$ cat config.mk
export PLATFORM = sky130hd
export DESIGN_NAME = cbt_top
export DESIGN_NICKNAME = d
export VERILOG_FILES = /design/src/design/cbt_bit_timer.v /design/src/design/cbt_top.v
export VERILOG_INCLUDE_DIRS = /design/src /design/src/design
export SDC_FILE = /design/constraint.sdc
export NUM_CORES = 1
export LEC_CHECK = 0
export ABC_AREA = 1
export ABC_CLOCK_PERIOD_IN_PS = 6280
export BUFFER_PORTS_ARGS = -buffer_cell sky130_fd_sc_hd__buf_2
export CAP_MARGIN = 20
export CORE_MARGIN = 1.5
export CORE_UTILIZATION = 33
export CTS_CLUSTER_DIAMETER = 80
export DETAILED_ROUTE_END_ITERATION = 6
export MAX_ROUTING_LAYER = met4
export PLACE_DENSITY = 0.56
export SLEW_MARGIN = 10
export SYNTH_ARGS = -nofsm -noshare
export SYNTH_HDL_FRONTEND = slang
export SYNTH_SLANG_ARGS = --single-unit
$ cat constraint.sdc
create_clock -name pclk -period 6.28 [get_ports pclk]
set_clock_uncertainty 0.2 [all_clocks]
set_input_delay 0.628 -clock pclk [delete_from_list [all_inputs] [get_ports pclk]]
set_output_delay 0.628 -clock pclk [all_outputs]
set_load 0.005 [all_outputs]
$ cat src/design/cbt_consts.vh
`ifndef CBT_CONSTS_VH
`define CBT_CONSTS_VH
// Register byte addresses
`define CBT_ADDR_TIMING 12'h000
`define CBT_ADDR_FLAGS 12'h004
`define CBT_ADDR_ENABLES 12'h008
`define CBT_ADDR_CTRL 12'h00C
`define CBT_ADDR_PRESC 12'h010
// Control register bits
`define CBT_CTRL_INIT_REQUEST 0
`define CBT_CTRL_WAKEUP_ENABLE 1
`define CBT_CTRL_SLEEP 2
`define CBT_CTRL_INIT_ACKNOWLEDGE 3
// Timing register fields
`define CBT_TIM_TRIPLE_SAMPLE_SELECT 7
`define CBT_TIM_TS2_HI 6
`define CBT_TIM_TS2_LO 4
`define CBT_TIM_TS1_HI 3
`define CBT_TIM_TS1_LO 0
// Flag register fields
`define CBT_FLG_WUP 7
`define CBT_FLG_CSC 6
`define CBT_FLG_RST_HI 5
`define CBT_FLG_RST_LO 4
`define CBT_FLG_TST_HI 3
`define CBT_FLG_TST_LO 2
// Reset values
`define CBT_RST_BYTE 8'h00
`define CBT_RST_PRESC 6'h00
// Error thresholds
`define CBT_LIM_WARN 9'h060
`define CBT_LIM_PASS 9'h07F
`define CBT_LIM_OFF 9'h0FF
// Error-state encodings
`define CBT_ST_OK 2'h0
`define CBT_ST_WRN 2'h1
`define CBT_ST_ERR 2'h2
`define CBT_ST_OFF 2'h3
`endif

$ cat src/design/cbt_bit_timer.v
`timescale 1ns/1ps
`include "cbt_consts.vh"
// Quantum and bit-time sequencer with sampling
module cbt_bit_timer (
    input wire pclk,
    input wire presetn,
    input wire run,
    input wire [5:0] presc,
    input wire [3:0] ts1,
    input wire [2:0] ts2,
    input wire triple,
    input wire rx_sync,
    output reg rx_bit_q,
    output reg bit_done_q
);
    reg [5:0] pcnt_q;
    reg [4:0] qcnt_q;
    reg [2:0] triple_sample_select_q;
    wire tq_en;
    wire [4:0] bit_len;
    wire [4:0] sp_pos;
    function maj3;
        input [2:0] s;
        begin
            maj3 = (s[0] & s[1]) | (s[1] & s[2]) | (s[0] & s[2]);
        end
    endfunction
    // Prescaler value P = field + 1 pclk cycles per quantum
    assign tq_en = run && (pcnt_q == presc);
    // Bit = 1 sync + (ts1+1) + (ts2+1) quanta
    assign bit_len = 5'd3 + {1'b0, ts1} + {2'b00, ts2};
    assign sp_pos = 5'd1 + {1'b0, ts1};
    always @(posedge pclk or negedge presetn) begin
        if (!presetn) begin
            pcnt_q <= `CBT_RST_PRESC;
            qcnt_q <= 5'd0;
            triple_sample_select_q <= 3'b111;
            rx_bit_q <= 1'b1;
            bit_done_q <= 1'b0;
        end else begin
            bit_done_q <= 1'b0;
            if (!run) begin
                pcnt_q <= `CBT_RST_PRESC;
                qcnt_q <= 5'd0;
            end else if (tq_en) begin
                pcnt_q <= `CBT_RST_PRESC;
                // Samples in the two quanta before and at the sample point
                if (qcnt_q + 5'd2 >= sp_pos && qcnt_q <= sp_pos)
                    triple_sample_select_q <= {triple_sample_select_q[1:0], rx_sync};
                if (qcnt_q == sp_pos) begin
                    if (triple)
                        rx_bit_q <= maj3({triple_sample_select_q[1:0], rx_sync});
                    else
                        rx_bit_q <= rx_sync;
                end
                if (qcnt_q == bit_len - 5'd1) begin
                    qcnt_q <= 5'd0;
                    bit_done_q <= 1'b1;
                end else begin
                    qcnt_q <= qcnt_q + 5'd1;
                end
            end else begin
                pcnt_q <= pcnt_q + 6'd1;
            end
        end
    end
endmodule // cbt_bit_timer

$ cat src/design/cbt_top.v
// Functional notes
// - Timing register writable only in init mode
// - Top timing bit selects one or three samples
// - Bit is single sample or majority
// - Segment two equals field plus one
// - Segment one equals field plus one
// - Bit time is prescaler times quanta sum
// - Flag clears by writing one, condition gone
// - Each flag has own interrupt enable
// - Flags writable outside init; states read-only
// - Flags held reset during init mode
// - Wake flag set on sleep activity
// - Status flag set on bus status change
// - States frozen while status flag pending
// - Receive state encodes counter thresholds, bus-off
// - Transmit state uses same thresholds
// - Leaving bus-off returns receive state OK; code returns the receive counter's threshold state instead
`timescale 1ns/1ps
`include "cbt_consts.vh"
module cbt_top (
    input wire pclk,
    input wire presetn,
    input wire psel,
    input wire penable,
    input wire pwrite,
    input wire [11:0] paddr,
    input wire [31:0] pwdata,
    output reg [31:0] prdata,
    output reg pready,
    output reg pslverr,
    input wire can_rx,
    input wire [8:0] tx_err_count,
    input wire [7:0] rx_err_count,
    output reg rx_bit_q,
    output reg bit_done_q,
    output reg wakeup_irq_q,
    output reg error_irq_q,
    output reg init_acknowledge_q
);
    reg [7:0] timing_q;
    reg [7:0] enables_q;
    reg [5:0] presc_q;
    reg init_request_q;
    reg wakeup_enable_q;
    reg sleep_q;
    reg wakeup_flag_q;
    reg status_change_flag_q;
    reg [1:0] rx_state_q;
    reg [1:0] tx_state_q;
    reg rx_meta_q;
    reg rx_sync_q;
    reg rx_prev_q;
    reg [31:0] rdata_d;
    wire init_mode;
    wire wr_acc;
    wire rd_acc;
    wire addr_ok;
    wire [1:0] rx_state_d;
    wire [1:0] tx_state_d;
    wire bus_activity;
    wire wup_clr;
    wire csc_clr;
    wire tim_rx_bit;
    wire tim_done;
    function [1:0] err_state;
        input [8:0] cnt;
        begin
            if (cnt <= `CBT_LIM_WARN)
                err_state = `CBT_ST_OK;
            else if (cnt <= `CBT_LIM_PASS)
                err_state = `CBT_ST_WRN;
            else
                err_state = `CBT_ST_ERR;
        end
    endfunction
    function is_reg;
        input [11:0] a;
        begin
            is_reg = (a == `CBT_ADDR_TIMING) || (a == `CBT_ADDR_FLAGS) || (a == `CBT_ADDR_ENABLES) ||
                (a == `CBT_ADDR_CTRL) || (a == `CBT_ADDR_PRESC);
        end
    endfunction
    assign init_mode = init_request_q && init_acknowledge_q;
    assign wr_acc = psel && penable && pwrite;
    assign rd_acc = psel && !penable && !pwrite;
    assign addr_ok = is_reg(paddr);
    // Bus-off overrides both fields; dropping below it returns receive to its counter's state
    assign tx_state_d = (tx_err_count > `CBT_LIM_OFF) ? `CBT_ST_OFF : err_state(tx_err_count);
    assign rx_state_d = (tx_err_count > `CBT_LIM_OFF) ? `CBT_ST_OFF :
        err_state({1'b0, rx_err_count});
    assign bus_activity = rx_prev_q && !rx_sync_q;
    // Write-one clears only when condition no longer holds
    assign wup_clr = wr_acc && !init_mode && (paddr == `CBT_ADDR_FLAGS) &&
        pwdata[`CBT_FLG_WUP] && !(sleep_q && bus_activity);
    assign csc_clr = wr_acc && !init_mode && (paddr == `CBT_ADDR_FLAGS) &&
        pwdata[`CBT_FLG_CSC];
    always @(posedge pclk or negedge presetn) begin
        if (!presetn) begin
            rx_meta_q <= 1'b1;
            rx_sync_q <= 1'b1;
            rx_prev_q <= 1'b1;
        end else begin
            rx_meta_q <= can_rx;
            rx_sync_q <= rx_meta_q;
            rx_prev_q <= rx_sync_q;
        end
    end
    // Control, timing, enables, prescaler
    always @(posedge pclk or negedge presetn) begin
        if (!presetn) begin
            timing_q <= `CBT_RST_BYTE;
            enables_q <= `CBT_RST_BYTE;
            presc_q <= `CBT_RST_PRESC;
            init_request_q <= 1'b1;
            init_acknowledge_q <= 1'b0;
            wakeup_enable_q <= 1'b0;
            sleep_q <= 1'b0;
        end else begin
            // Acknowledge follows request one cycle later
            init_acknowledge_q <= init_request_q;
            if (wr_acc && paddr == `CBT_ADDR_CTRL) begin
                init_request_q <= pwdata[`CBT_CTRL_INIT_REQUEST];
                wakeup_enable_q <= pwdata[`CBT_CTRL_WAKEUP_ENABLE];
                sleep_q <= pwdata[`CBT_CTRL_SLEEP];
            end else if (sleep_q && wakeup_enable_q && bus_activity) begin
                sleep_q <= 1'b0;
            end
            if (wr_acc && init_mode && paddr == `CBT_ADDR_TIMING)
                timing_q <= pwdata[7:0];
            if (wr_acc && init_mode && paddr == `CBT_ADDR_PRESC)
                presc_q <= pwdata[5:0];
            if (init_mode)
                enables_q <= `CBT_RST_BYTE;
            else if (wr_acc && paddr == `CBT_ADDR_ENABLES)
                enables_q <= pwdata[7:0];
        end
    end
    // Receiver flags and error states
    always @(posedge pclk or negedge presetn) begin
        if (!presetn) begin
            wakeup_flag_q <= 1'b0;
            status_change_flag_q <= 1'b0;
            rx_state_q <= `CBT_ST_OK;
            tx_state_q <= `CBT_ST_OK;
        end else begin
            if (init_mode) begin
                wakeup_flag_q <= 1'b0;
                status_change_flag_q <= 1'b0;
            end else begin
                // Set wins over a clear in the same cycle
                if (sleep_q && wakeup_enable_q && bus_activity)
                    wakeup_flag_q <= 1'b1;
                else if (wup_clr)
                    wakeup_flag_q <= 1'b0;
                if (!status_change_flag_q || csc_clr) begin
                    if (rx_state_d != rx_state_q || tx_state_d != tx_state_q)
                        status_change_flag_q <= 1'b1;
                    else
                        status_change_flag_q <= 1'b0;
                end
            end
            // State fields ignore init mode but freeze while flag pends
            if (!status_change_flag_q || csc_clr) begin
                rx_state_q <= rx_state_d;
                tx_state_q <= tx_state_d;
            end
        end
    end
    always @* begin
        rdata_d = 32'h00000000;
        case (paddr)
            `CBT_ADDR_TIMING: rdata_d[7:0] = timing_q;
            `CBT_ADDR_FLAGS: rdata_d[7:0] = {wakeup_flag_q, status_change_flag_q, rx_state_q, tx_state_q, 2'b00};
            `CBT_ADDR_ENABLES: rdata_d[7:0] = enables_q;
            `CBT_ADDR_CTRL: rdata_d[3:0] = {init_acknowledge_q, sleep_q, wakeup_enable_q, init_request_q};
            `CBT_ADDR_PRESC: rdata_d[5:0] = presc_q;
            default: rdata_d = 32'h00000000;
        endcase
    end
    // APB: one wait-free access phase, read data latched in setup
    always @(posedge pclk or negedge presetn) begin
        if (!presetn) begin
            prdata <= 32'h00000000;
            pready <= 1'b0;
            pslverr <= 1'b0;
            wakeup_irq_q <= 1'b0;
            error_irq_q <= 1'b0;
            rx_bit_q <= 1'b1;
            bit_done_q <= 1'b0;
        end else begin
            pready <= psel && !penable;
            pslverr <= psel && !penable && !addr_ok;
            if (rd_acc)
                prdata <= rdata_d;
            wakeup_irq_q <= wakeup_flag_q && enables_q[`CBT_FLG_WUP];
            error_irq_q <= status_change_flag_q && enables_q[`CBT_FLG_CSC];
            rx_bit_q <= tim_rx_bit;
            bit_done_q <= tim_done;
        end
    end
    cbt_bit_timer u_timer (
        .pclk(pclk),
        .presetn(presetn),
        .run(!init_mode && !sleep_q),
        .presc(presc_q),
        .ts1(timing_q[`CBT_TIM_TS1_HI:`CBT_TIM_TS1_LO]),
        .ts2(timing_q[`CBT_TIM_TS2_HI:`CBT_TIM_TS2_LO]),
        .triple(timing_q[`CBT_TIM_TRIPLE_SAMPLE_SELECT]),
        .rx_sync(rx_sync_q),
        .rx_bit_q(tim_rx_bit),
        .bit_done_q(tim_done)
    );
endmodule // cbt_top

Word level (Yosys, flattened, before mapping)
Index checks and enable logic that the tools add are counted.
{"block": "word_totals", "ff_bits": 64, "latchBits": 0, "ramBits": 0, "mem_bits_ro": 0, "output_inout_bits": 39, "wordCells": 129, "mem_count": 0}
{"block": "classes", "n_addsub": 7, "mul": 0, "div_mod_pow": 0, "magnitude_cmp": 7, "n_eq_ne": 10, "n_shift": 0, "n_mux": 28, "bitwise": 5, "n_reduce_logical": 46}
{"cell": "$logic_and A1 B1 Y1", "count": 25}
{"cell": "$eq A12 B4 Y1 const B", "count": 2}
{"cell": "$pmux W4 S5", "count": 1}
{"cell": "$le A9 B7 Y1 const B", "count": 2}
{"cell": "$le A8 B7 Y1 const B", "count": 2}
{"cell": "$mux W8", "count": 2}
{"cell": "$mux W5", "count": 3}
{"cell": "$eq A12 B3 Y1 const B", "count": 1}
{"cell": "$eq A12 B5 Y1 const B", "count": 1}
{"cell": "$logic_not A12 Y1", "count": 1}
{"cell": "$mux W1", "count": 12}
{"cell": "$mux W2", "count": 6}
{"cell": "$mux W6", "count": 2}
{"cell": "$eq A5 B5 Y1", "count": 2}
{"cell": "$gt A9 B8 Y1 const B", "count": 1}
{"cell": "$logic_not A1 Y1", "count": 8}
{"cell": "$pmux W2 S4", "count": 1}
{"cell": "$add A6 B1 Y6 const B", "count": 1}
{"cell": "$eq A6 B6 Y1", "count": 1}
{"cell": "$logic_or A1 B1 Y1", "count": 6}
{"cell": "$pmux W2 S3", "count": 1}
{"cell": "$reduce_and A3 Y1", "count": 2}
{"cell": "$reduce_bool A2 Y1", "count": 3}
{"cell": "$add A1 B4 Y5 const A", "count": 1}
{"cell": "12 further kinds", "count": 16}

Longest topological paths before layout
Gate-level depths: netlist of run 1.
{"block": "logic_depth", "depth_word": 9, "depth_mapped": 14, "ltp_nobuf": 14}

By module
A second synthesis of run 1 with hierarchy kept.
{"block": "hier_totals", "hier_cells": 507, "area_unflattened_um2": 4021.4}
{"module": "cbt_top", "n_inst": 1, "cells_per_inst": 323, "area_each_um2": 2685.1, "seq_area_each_um2": 1232.4}
{"module": "cbt_bit_timer", "n_inst": 1, "cells_per_inst": 184, "area_each_um2": 1336.3, "seq_area_each_um2": 379.1}

Worst setup path after synthesis of run 1
OpenSTA, ideal clock, no wires.
{"block": "synth_timing", "kind": "reg-to-reg", "start": "reg timing_q[1]", "end": "reg u_timer.qcnt_q[2]", "setup_ns": 0.128, "t_arrival_ns": 2.014, "required_time_ns": 5.952, "slack_ns": 3.938, "path_stages_with_launch": 12, "n_path_buf": 0, "path_cell_list": "dfrtp_1 > inv_1 > ha_1 > inv_1 > ha_1 > fa_1 > xnor2_1 > nand3_1 > nor2_1 > nand3_1 > nand2_1 > o22ai_1"}
{"block": "synth_via", "elab_chain_len": 7}
{"item": "start: declaration", "line": "cbt_top.v:40", "rtl": "reg [7:0] timing_q;"}
{"item": "start signal: assignment", "line": "cbt_top.v:111", "rtl": "timing_q <= `CBT_RST_BYTE;"}
{"item": "start signal: assignment", "line": "cbt_top.v:129", "rtl": "timing_q <= pwdata[7:0];"}
{"item": "$add A2 B4 Y5", "line": "cbt_bit_timer.v:31", "rtl": "assign bit_len = 5'd3 + {1'b0, ts1} + {2'b00, ts2};"}
{"item": "$add A5 B3 Y5", "line": "cbt_bit_timer.v:31"}
{"item": "$sub A5 B1 Y5", "line": "cbt_bit_timer.v:56", "rtl": "if (qcnt_q == bit_len - 5'd1) begin"}
{"item": "$eq A5 B5 Y1", "line": "cbt_bit_timer.v:56"}
{"item": "$mux W5", "line": "cbt_bit_timer.v:56"}
{"item": "$mux W5", "line": "cbt_bit_timer.v:45", "rtl": "end else if (tq_en) begin"}
{"item": "$mux W5", "line": "cbt_bit_timer.v:42", "rtl": "if (!run) begin"}
{"item": "end signal: assignment", "line": "cbt_bit_timer.v:60", "rtl": "qcnt_q <= qcnt_q + 5'd1;"}
{"item": "end: declaration", "line": "cbt_bit_timer.v:17", "rtl": "reg [4:0] qcnt_q;"}
No other way between the ends. The select of a mux whose other input is x is not followed.
A chain may end at the register's enable or synchronous reset.

Final worst setup path of run 1
{"block": "layout_timing", "start": "reg timing_q[1]", "end": "reg u_timer.qcnt_q[3]"}
The elaborated chain is that of the path after synthesis.

==> results of run 1 <==
## area by class of cell
class	instances	area share (%)
timing repair buffer	58	6.24
tap	143	3.82
inverter	74	5.92
clock buffer	10	5.10
sequential	64	34.4
clock inverter	6	2.46
multi-input combinational	352	42.1
## synthesized netlist by cell type (all sizes together)
library cell | n | share of area, %
o22ai | 4 | 0.63
o221ai | 1 | 0.22
buf | 28 | 5.2
ha | 15 | 4.7
o21bai | 1 | 0.19
nand4 | 13 | 2.7
inv | 74 | 7.0
a21oi | 10 | 1.5
nor4 | 1 | 0.16
o211ai | 1 | 0.19
dfstp | 8 | 5.3
nand3 | 41 | 5.5
nand2 | 128 | 13
conb | 1 | 0.094
xnor2 | 5 | 1.1
o21ai | 51 | 7.6
fa | 1 | 0.50
nor2 | 38 | 5.0
nor3 | 6 | 1.4
nand3b | 3 | 0.88
xor2 | 8 | 1.8
or2 | 1 | 0.16
dfrtp | 56 | 35
## state kept, by name, summed over array words and instances (netlist names), 2 cells and up
name and cells:
rx_state_q 2, u_timer.triple_sample_select_q 2, timing_q 8, tx_state_q 2
prdata 8, enables_q 8, u_timer.qcnt_q 5, u_timer.pcnt_q 6
presc_q 6
## worst reg2reg max path, cell delays in order (launching register included)
cell and delay, ns:
dfrtp_1 0.44, inv_1 0.10, ha_1 0.29, inv_1 0.04
ha_1 0.21, fa_1 0.51, xnor2_1 0.12, nand3_1 0.09
nor2_1 0.10, nand3_1 0.12, nand2_1 0.16, o22ai_1 0.09
## metal layers
layer  vias up  GRT usage (%)  share of wire (%)
li1       1680              -                  -
met1      1519           22.3                 49
met2        89           24.2                 46
met3         5           2.30                5.1
met4         0           4.25               0.64
met5         -              -                  0
## per-stage QoR
stage	instance area (µm²)	worst slack [ns]	std cells	hold WS (ns)
2_1_floorplan	4070	3.94	518	0.131
3_3_place_gp	4330	3.72	691	0.144
3_5_place_dp	4330	3.73	691	0.152
4_1_cts	4690	3.71	707	0.160
5_1_grt	4690	3.54	707	0.167
6_report	4690	3.71	707	0.159
## logic make-up after synthesis
family          after synthesis  synth area share (%)
simple gates                231                  28.8
buf+inv                     102                  12.2
compound gates               68                  10.4
flops                        64                  40.4
fa+ha+maj                    16                  5.21
xor+xnor                     13                  2.86
other cells                   1                0.0941
## report_power, final
part           switching [mW]  internal, mW  leakage [nW]
clock                   0.184         0.400         0.169
combinational           0.167         0.116          1.46
sequential             0.0419         0.462         0.829
total                   0.393         0.978          2.46
## path summary, 6_finish.rpt
check / to / slack [ns] / cells past startpoint
min in group asynchronous: u_timer.qcnt_q[1] / 0.29 / 2
worst max-delay path: u_timer.qcnt_q[3] / 3.71 / 11
worst min register to register: rx_sync_q / 0.16 / 0
worst min-delay path: rx_sync_q / 0.16 / 0
worst max register to register: u_timer.qcnt_q[3] / 3.71 / 11
max in group asynchronous: rx_state_q[0] / 5.04 / 2
==> summary.md, run 1 <==
| Metric | Value |
|---|---|
| Outcome | finished, final reports clean |
| Unique masters post-synth | 39 |
| RD Place Congestion | between 0.8 and 0.9 |
| Clk sink count | 64 |
| Final WL | 9.39 mm |
| Worst setup path category | reg2reg |
| Total CTS buffers | 9 |
| Antenna cell count | 0 |
| Post-route clock period utilization | approximately two fifths |
| Post-synthesis instance total | 495 |
| CP Launch Point | timing_q[1] |
| Via count | ~3300 |
| HP Start | rx_meta_q |
| First-pass GRT wire length | approximately 16 mm |
| Max-slew headroom | between 40 and 50% |
| Wire per inst | 13.3 µm |
| Remaining Overflow, GRT | 0 |
| Final nets | between 600 and 700 |
| CP max stage cell | fa_1 |
| Die ar. | about 13000 µm² |
| Static Leak | between 2 and 2.5 nW |
| Critical Path Max Stage Delay | 0.51 ns |
| Area delta synth->final | 17.6% |
| Critical path endpoint category | flop |
| Peak Freq | 388 MHz |
| Minimum clock period | approximately 2.6 ns |
| Worst-Margin Slew | around 0.83 ns |
| Clock slew at reported path FFs | around 0.060 ns |
| CTS tree | built |
| RSZ-0062 raised after global routing | false |
| Startpoint Class | flop |
| Initial antenna violation count | 0 |
| Fraction of layout instances using a drive strength above 1 | between 20% and 30% |
| Number of global-route vias before repair | approximately 3200 |
| Post-Syn Area | approximately 4000 µm² |
| PortBufs | between 50 and 60 |
| Die width | 113 µm |
| Reg2reg start | timing_q[1] |
| Latest clock arrival within the worst-skew pair | roughly 0.32 ns |
| TritonRoute pass-1 iters | 4 |
| Largest net degree at the start of global routing | 65 |
| Reg area | roughly 1600 µm² |
| Critical Path AT | 2.57 ns |
| ANT nets after route | 0 |
| # H-tree levels | 3 |
| DR iter-0 viols | 174 |
| Clock buffer depth | 2 |
| Filler instances | 1209 |
| Die Span Y | between 100 and 150 µm |
| Buf+Inv Stages, Crit Path | 2 |
| #FFs+latches synth | between 60 and 70 |
| Largest delay share family, worst path | adder cells |
| PwrDens | about 290 nW/µm² |
| Most common cell after layout, fill and taps aside | nand2_1 |
| Worst Path Required | about 6.3 ns |
| Clk root buf | clkbuf_16 |
| Post-CTS Repair Setup Buffers | 0 |
| DRC | 0 |
| Sequential share of the synthesized area | approximately two fifths |
| # Max-Cap Violations | 0 |
| Vias/cell | between 4 and 5 |
| Crit path max fanout | 6 |
| Hold_buf cts | 0 |
| Footprint of the multi-input gates | 1970 µm² |
| Slew Limit Fails | 0 |
| HP Class | reg2reg |
| CORE AREA | 11600 µm² |
| IO Pins | 106 |
| Fin util | 40.4% |
| VDD IR-drop max | ~0.16 mV |
| TNS Setup | 0 ns |
| Tot GR Track Use | 15.9% |
| Final hold violation count | 0 |
| Crit-path cells | inv_1 > ha_1 > inv_1 > ha_1 > fa_1 > xnor2_1 > nand3_1 > nor2_1 > nand3_1 > nand2_1 > o22ai_1 |
| Post-cts repair resize count | 0 |
| DP HPWL | about 7.3 mm |
| Mean Syn Cell Area | ~8.1 µm² |
| Total power | approximately 1.4 mW |
| Row count | 39 |
| Setup Viol. Count Final | 0 |
| Most frequent cells in the layout | nand2_1, inv_1, buf_2 |
| Starting Density | about a third |
| Synth Warn # | 0 |
No activity file was read; power rests on OpenSTA's default activity.
==> run 2: changes to the inputs <==
--- a/config.mk
+++ b/config.mk
@@ -7,7 +7,7 @@
 export NUM_CORES = 1
 export LEC_CHECK = 0
 export ABC_AREA = 1
-export ABC_CLOCK_PERIOD_IN_PS = 6280
+export ABC_CLOCK_PERIOD_IN_PS = 2400
 export BUFFER_PORTS_ARGS = -buffer_cell sky130_fd_sc_hd__buf_2
 export CAP_MARGIN = 20
 export CORE_MARGIN = 1.5
==> constraint.sdc (replaced) <==
create_clock -name pclk -period 2.4 [get_ports pclk]
set_clock_uncertainty 0.2 [all_clocks]
set_input_delay 0.24 -clock pclk [delete_from_list [all_inputs] [get_ports pclk]]
set_output_delay 0.24 -clock pclk [all_outputs]
set_load 0.005 [all_outputs]
==> run 2 against run 1 <==
Effect of this change:
- the run now ends with negative setup slack left
- flip-flop and latch count unchanged
- critical endpoint unchanged
- critical path type unchanged
- largest power group unchanged
- count of clock-buffer cells in the layout unchanged
- sequential power rose to 2.6 times the previous value
- design area up 2.8%
- non-clock buffer count up 8
- worst hold slack worse by 0.15 ns
- register-to-register slack worse by 3.7 ns
==> summary.md, run 2 (synthesis results as in run 1) <==
| Metric | Value |
|---|---|
| Vias/cell | about 4.7 |
| Dpl cells | 694 |
| Filler instances | ~1200 |
| Final hold violation count | 0 |
| Critical Path Max Stage Delay | around 0.53 ns |
| Post-route insts no fill | between 700 and 800 |
| DP HPWL | about 7.3 mm |
| Clock buffer depth | 2 |
| Row count | 39 |
| Met3 Track Usage GR | 2.84% |
| Worst R2R Setup Slack | -0.007 ns |
| Post-route clock period utilization | 100% |
| Critical Path AT | around 2.4 ns |
| Reg2reg start | timing_q[5] |
| Met2 Track Usage GR | about a quarter |
| Failing checks | negative setup slack |
| Worst Path Required | roughly 2.4 ns |
| Pre-CTS setup slack | -0.0380 ns |
| WHS | around 0.010 ns |
| RSZ-0062 raised after global routing | true |
| Most common cell after layout, fill and taps aside | nand2_1 |
| Die Span Y | 113 µm |
| Largest delay share family, worst path | adder cells |
| Fraction of layout instances using a drive strength above 1 | 26.6% |
| # H-tree levels | 3 |
| Final WL | around 9.6 mm |
| Setup Viol. Count Final | 3 |
| Die width | 113 µm |
| Post-route setup slack | -0.00700 ns |
| Via count | between 3000 and 4000 |
| Initial antenna violation count | 0 |
| Die ar. | 12700 µm² |
| Latest clock arrival within the worst-skew pair | ~0.33 ns |
| Grt met1 use | around 22% |
| Most frequent cells in the layout | nand2_1, inv_1, buf_2 |
| ANT nets after route | 0 |
| Startpoint Class | flop |
| Outcome | finished, violations left |
| CTS tree | built |
| Regs by FF count | enables_q x8, prdata x8, timing_q x8 |
| # Max-Cap Violations | 0 |
| Critical path endpoint category | flop |
| Crit path max fanout | 4 |
| Tot GR Track Use | ~16% |
| Crit-path cells | inv_2 > ha_4 > inv_2 > ha_4 > fa_2 > xnor2_1 > nand3_1 > nor2_1 > nand3_2 > nand2_4 > o22ai_2 |
| IO Pins | ~110 |
| Worst setup path category | reg2reg |
| Post-DP Area | 4370 µm² |
| Clk root buf | clkbuf_16 |
| Gr busiest metal | met2 |
| Largest net degree at the start of global routing | 65 |
| CORE AREA | roughly 12000 µm² |
| Fin util | ~42% |
| Finished Cell Area | slightly below 5000 µm² |
| Total power | 3.56 mW |
| Clk sink count | 64 |
| Static Leak | between 2 and 3 nW |
| PwrDens | 738 nW/µm² |
| Starting Density | 34.3% |
| Minimum clock period | around 2.4 ns |
| Final nets | 650 |
| HP Start | psel |
| Worst R2R Path Depth | 11 |
| VDD IR-drop max | ~0.30 mV |
| Buf+Inv Stages, Crit Path | 2 |
| First-pass GRT wire length | approximately 16 mm |
| RR Endpoint | u_timer.qcnt_q[3] |
| Area delta synth->final | 21.0% |
| PortBufs | 57 |
| TritonRoute pass-1 iters | 4 |
| Clock slew at reported path FFs | roughly 0.060 ns |
| Number of global-route vias before repair | between 3000 and 4000 |
| Total CTS buffers | 9 |
| TNS Setup | -0.0167 ns |
| DRC | 0 |
| Wire per inst | about 13 µm |
| HP Class | in2reg |
| DR iter-0 viols | approximately 130 |
| Worst Hold Endpoint | init_request_q |
| Antenna cell count | 0 |
| CP max stage cell | fa_2 |
| Peak Freq | 415 MHz |
| Remaining Overflow, GRT | 0 |
| Slew Limit Fails | 0 |
| RD Place Congestion | 0.880 |
| Hold Crit Depth | 3 |
==> run 2: changes by cell type in the layout (fill, tap and decap cells not counted), moves of 2 or more <==
| cell | delta |
|---|---|
| inv_2 | +3 |
| o22ai_2 | +3 |
| ha_1 | -2 |
| dlygate4sd3_1 | +4 |
| nand3_2 | +2 |
| inv_1 | -3 |
| ha_4 | +2 |
| buf_4 | +3 |
| o22ai_1 | -3 |
| nand3_1 | -2 |
==> run 2: area by class of cell <==
cell class / count / area, µm² / share of cell area [%]
well taps: 143 / 179 / 3.71
repair buffers: 66 / 375 / 7.79
inverters: 74 / 278 / 5.76
clock buffers: 10 / 239 / 4.96
flip-flops and latches: 64 / 1610 / 33.4
clock inverters: 6 / 90.1 / 1.87
multi-input cells: 352 / 2050 / 42.5
==> run 2: routing by layer <==
metal,part of all wire [%],wire (µm)
met4,1.3,123
met2,46,4390
met5,0,0
met1,49,4650
met3,4.2,404
==> run 2: power breakdown <==
group | internal [mW] | total [mW] | switching [mW] | leakage [nW]
Combinational | 0.340 | 0.804 | 0.464 | 1.52
Clock | 0.940 | 1.43 | 0.492 | 0.159
Sequential | 1.21 | 1.32 | 0.116 | 0.829
Total | 2.49 | 3.56 | 1.07 | 2.51
==> run 2: how the worst max path moves through the flow <==
| stage | start | to | slack [ns] | depth (start not counted) |
|---|---|---|---|---|
| after CTS | timing_q[1] | u_timer.qcnt_q[4] | 0.004 | 11 |
| after detailed placement | timing_q[1] | u_timer.qcnt_q[4] | -0.04 | 11 |
| after global placement | timing_q[1] | u_timer.qcnt_q[4] | 0.002 | 11 |
| final | timing_q[5] | u_timer.qcnt_q[3] | -0.007 | 11 |
| after floorplan | timing_q[1] | u_timer.qcnt_q[2] | 0.06 | 11 |
| after global routing | timing_q[1] | u_timer.qcnt_q[2] | -0.09 | 11 |
==> run 2: worst register-to-register path, delay by kind of cell, from the launching register on <==
| family | cells | cell delay [ns] |
|---|---|---|
| simple gates | 4 | 0.48 |
| compound gates | 1 | 0.06 |
| flops | 1 | 0.36 |
| fa+ha+maj | 3 | 0.96 |
| xor+xnor | 1 | 0.11 |
| buf+inv | 2 | 0.11 |
==> run 2: what timing repair did <==
item | in CTS | in global routing
resized for setup | 2 | 15
buffers inserted | 0 | 1
hold buffers | 4 | 0
hold endpoints to repair | 58 | 0
setup endpoints to repair | 4 | 6
pin swaps | 0 | 7
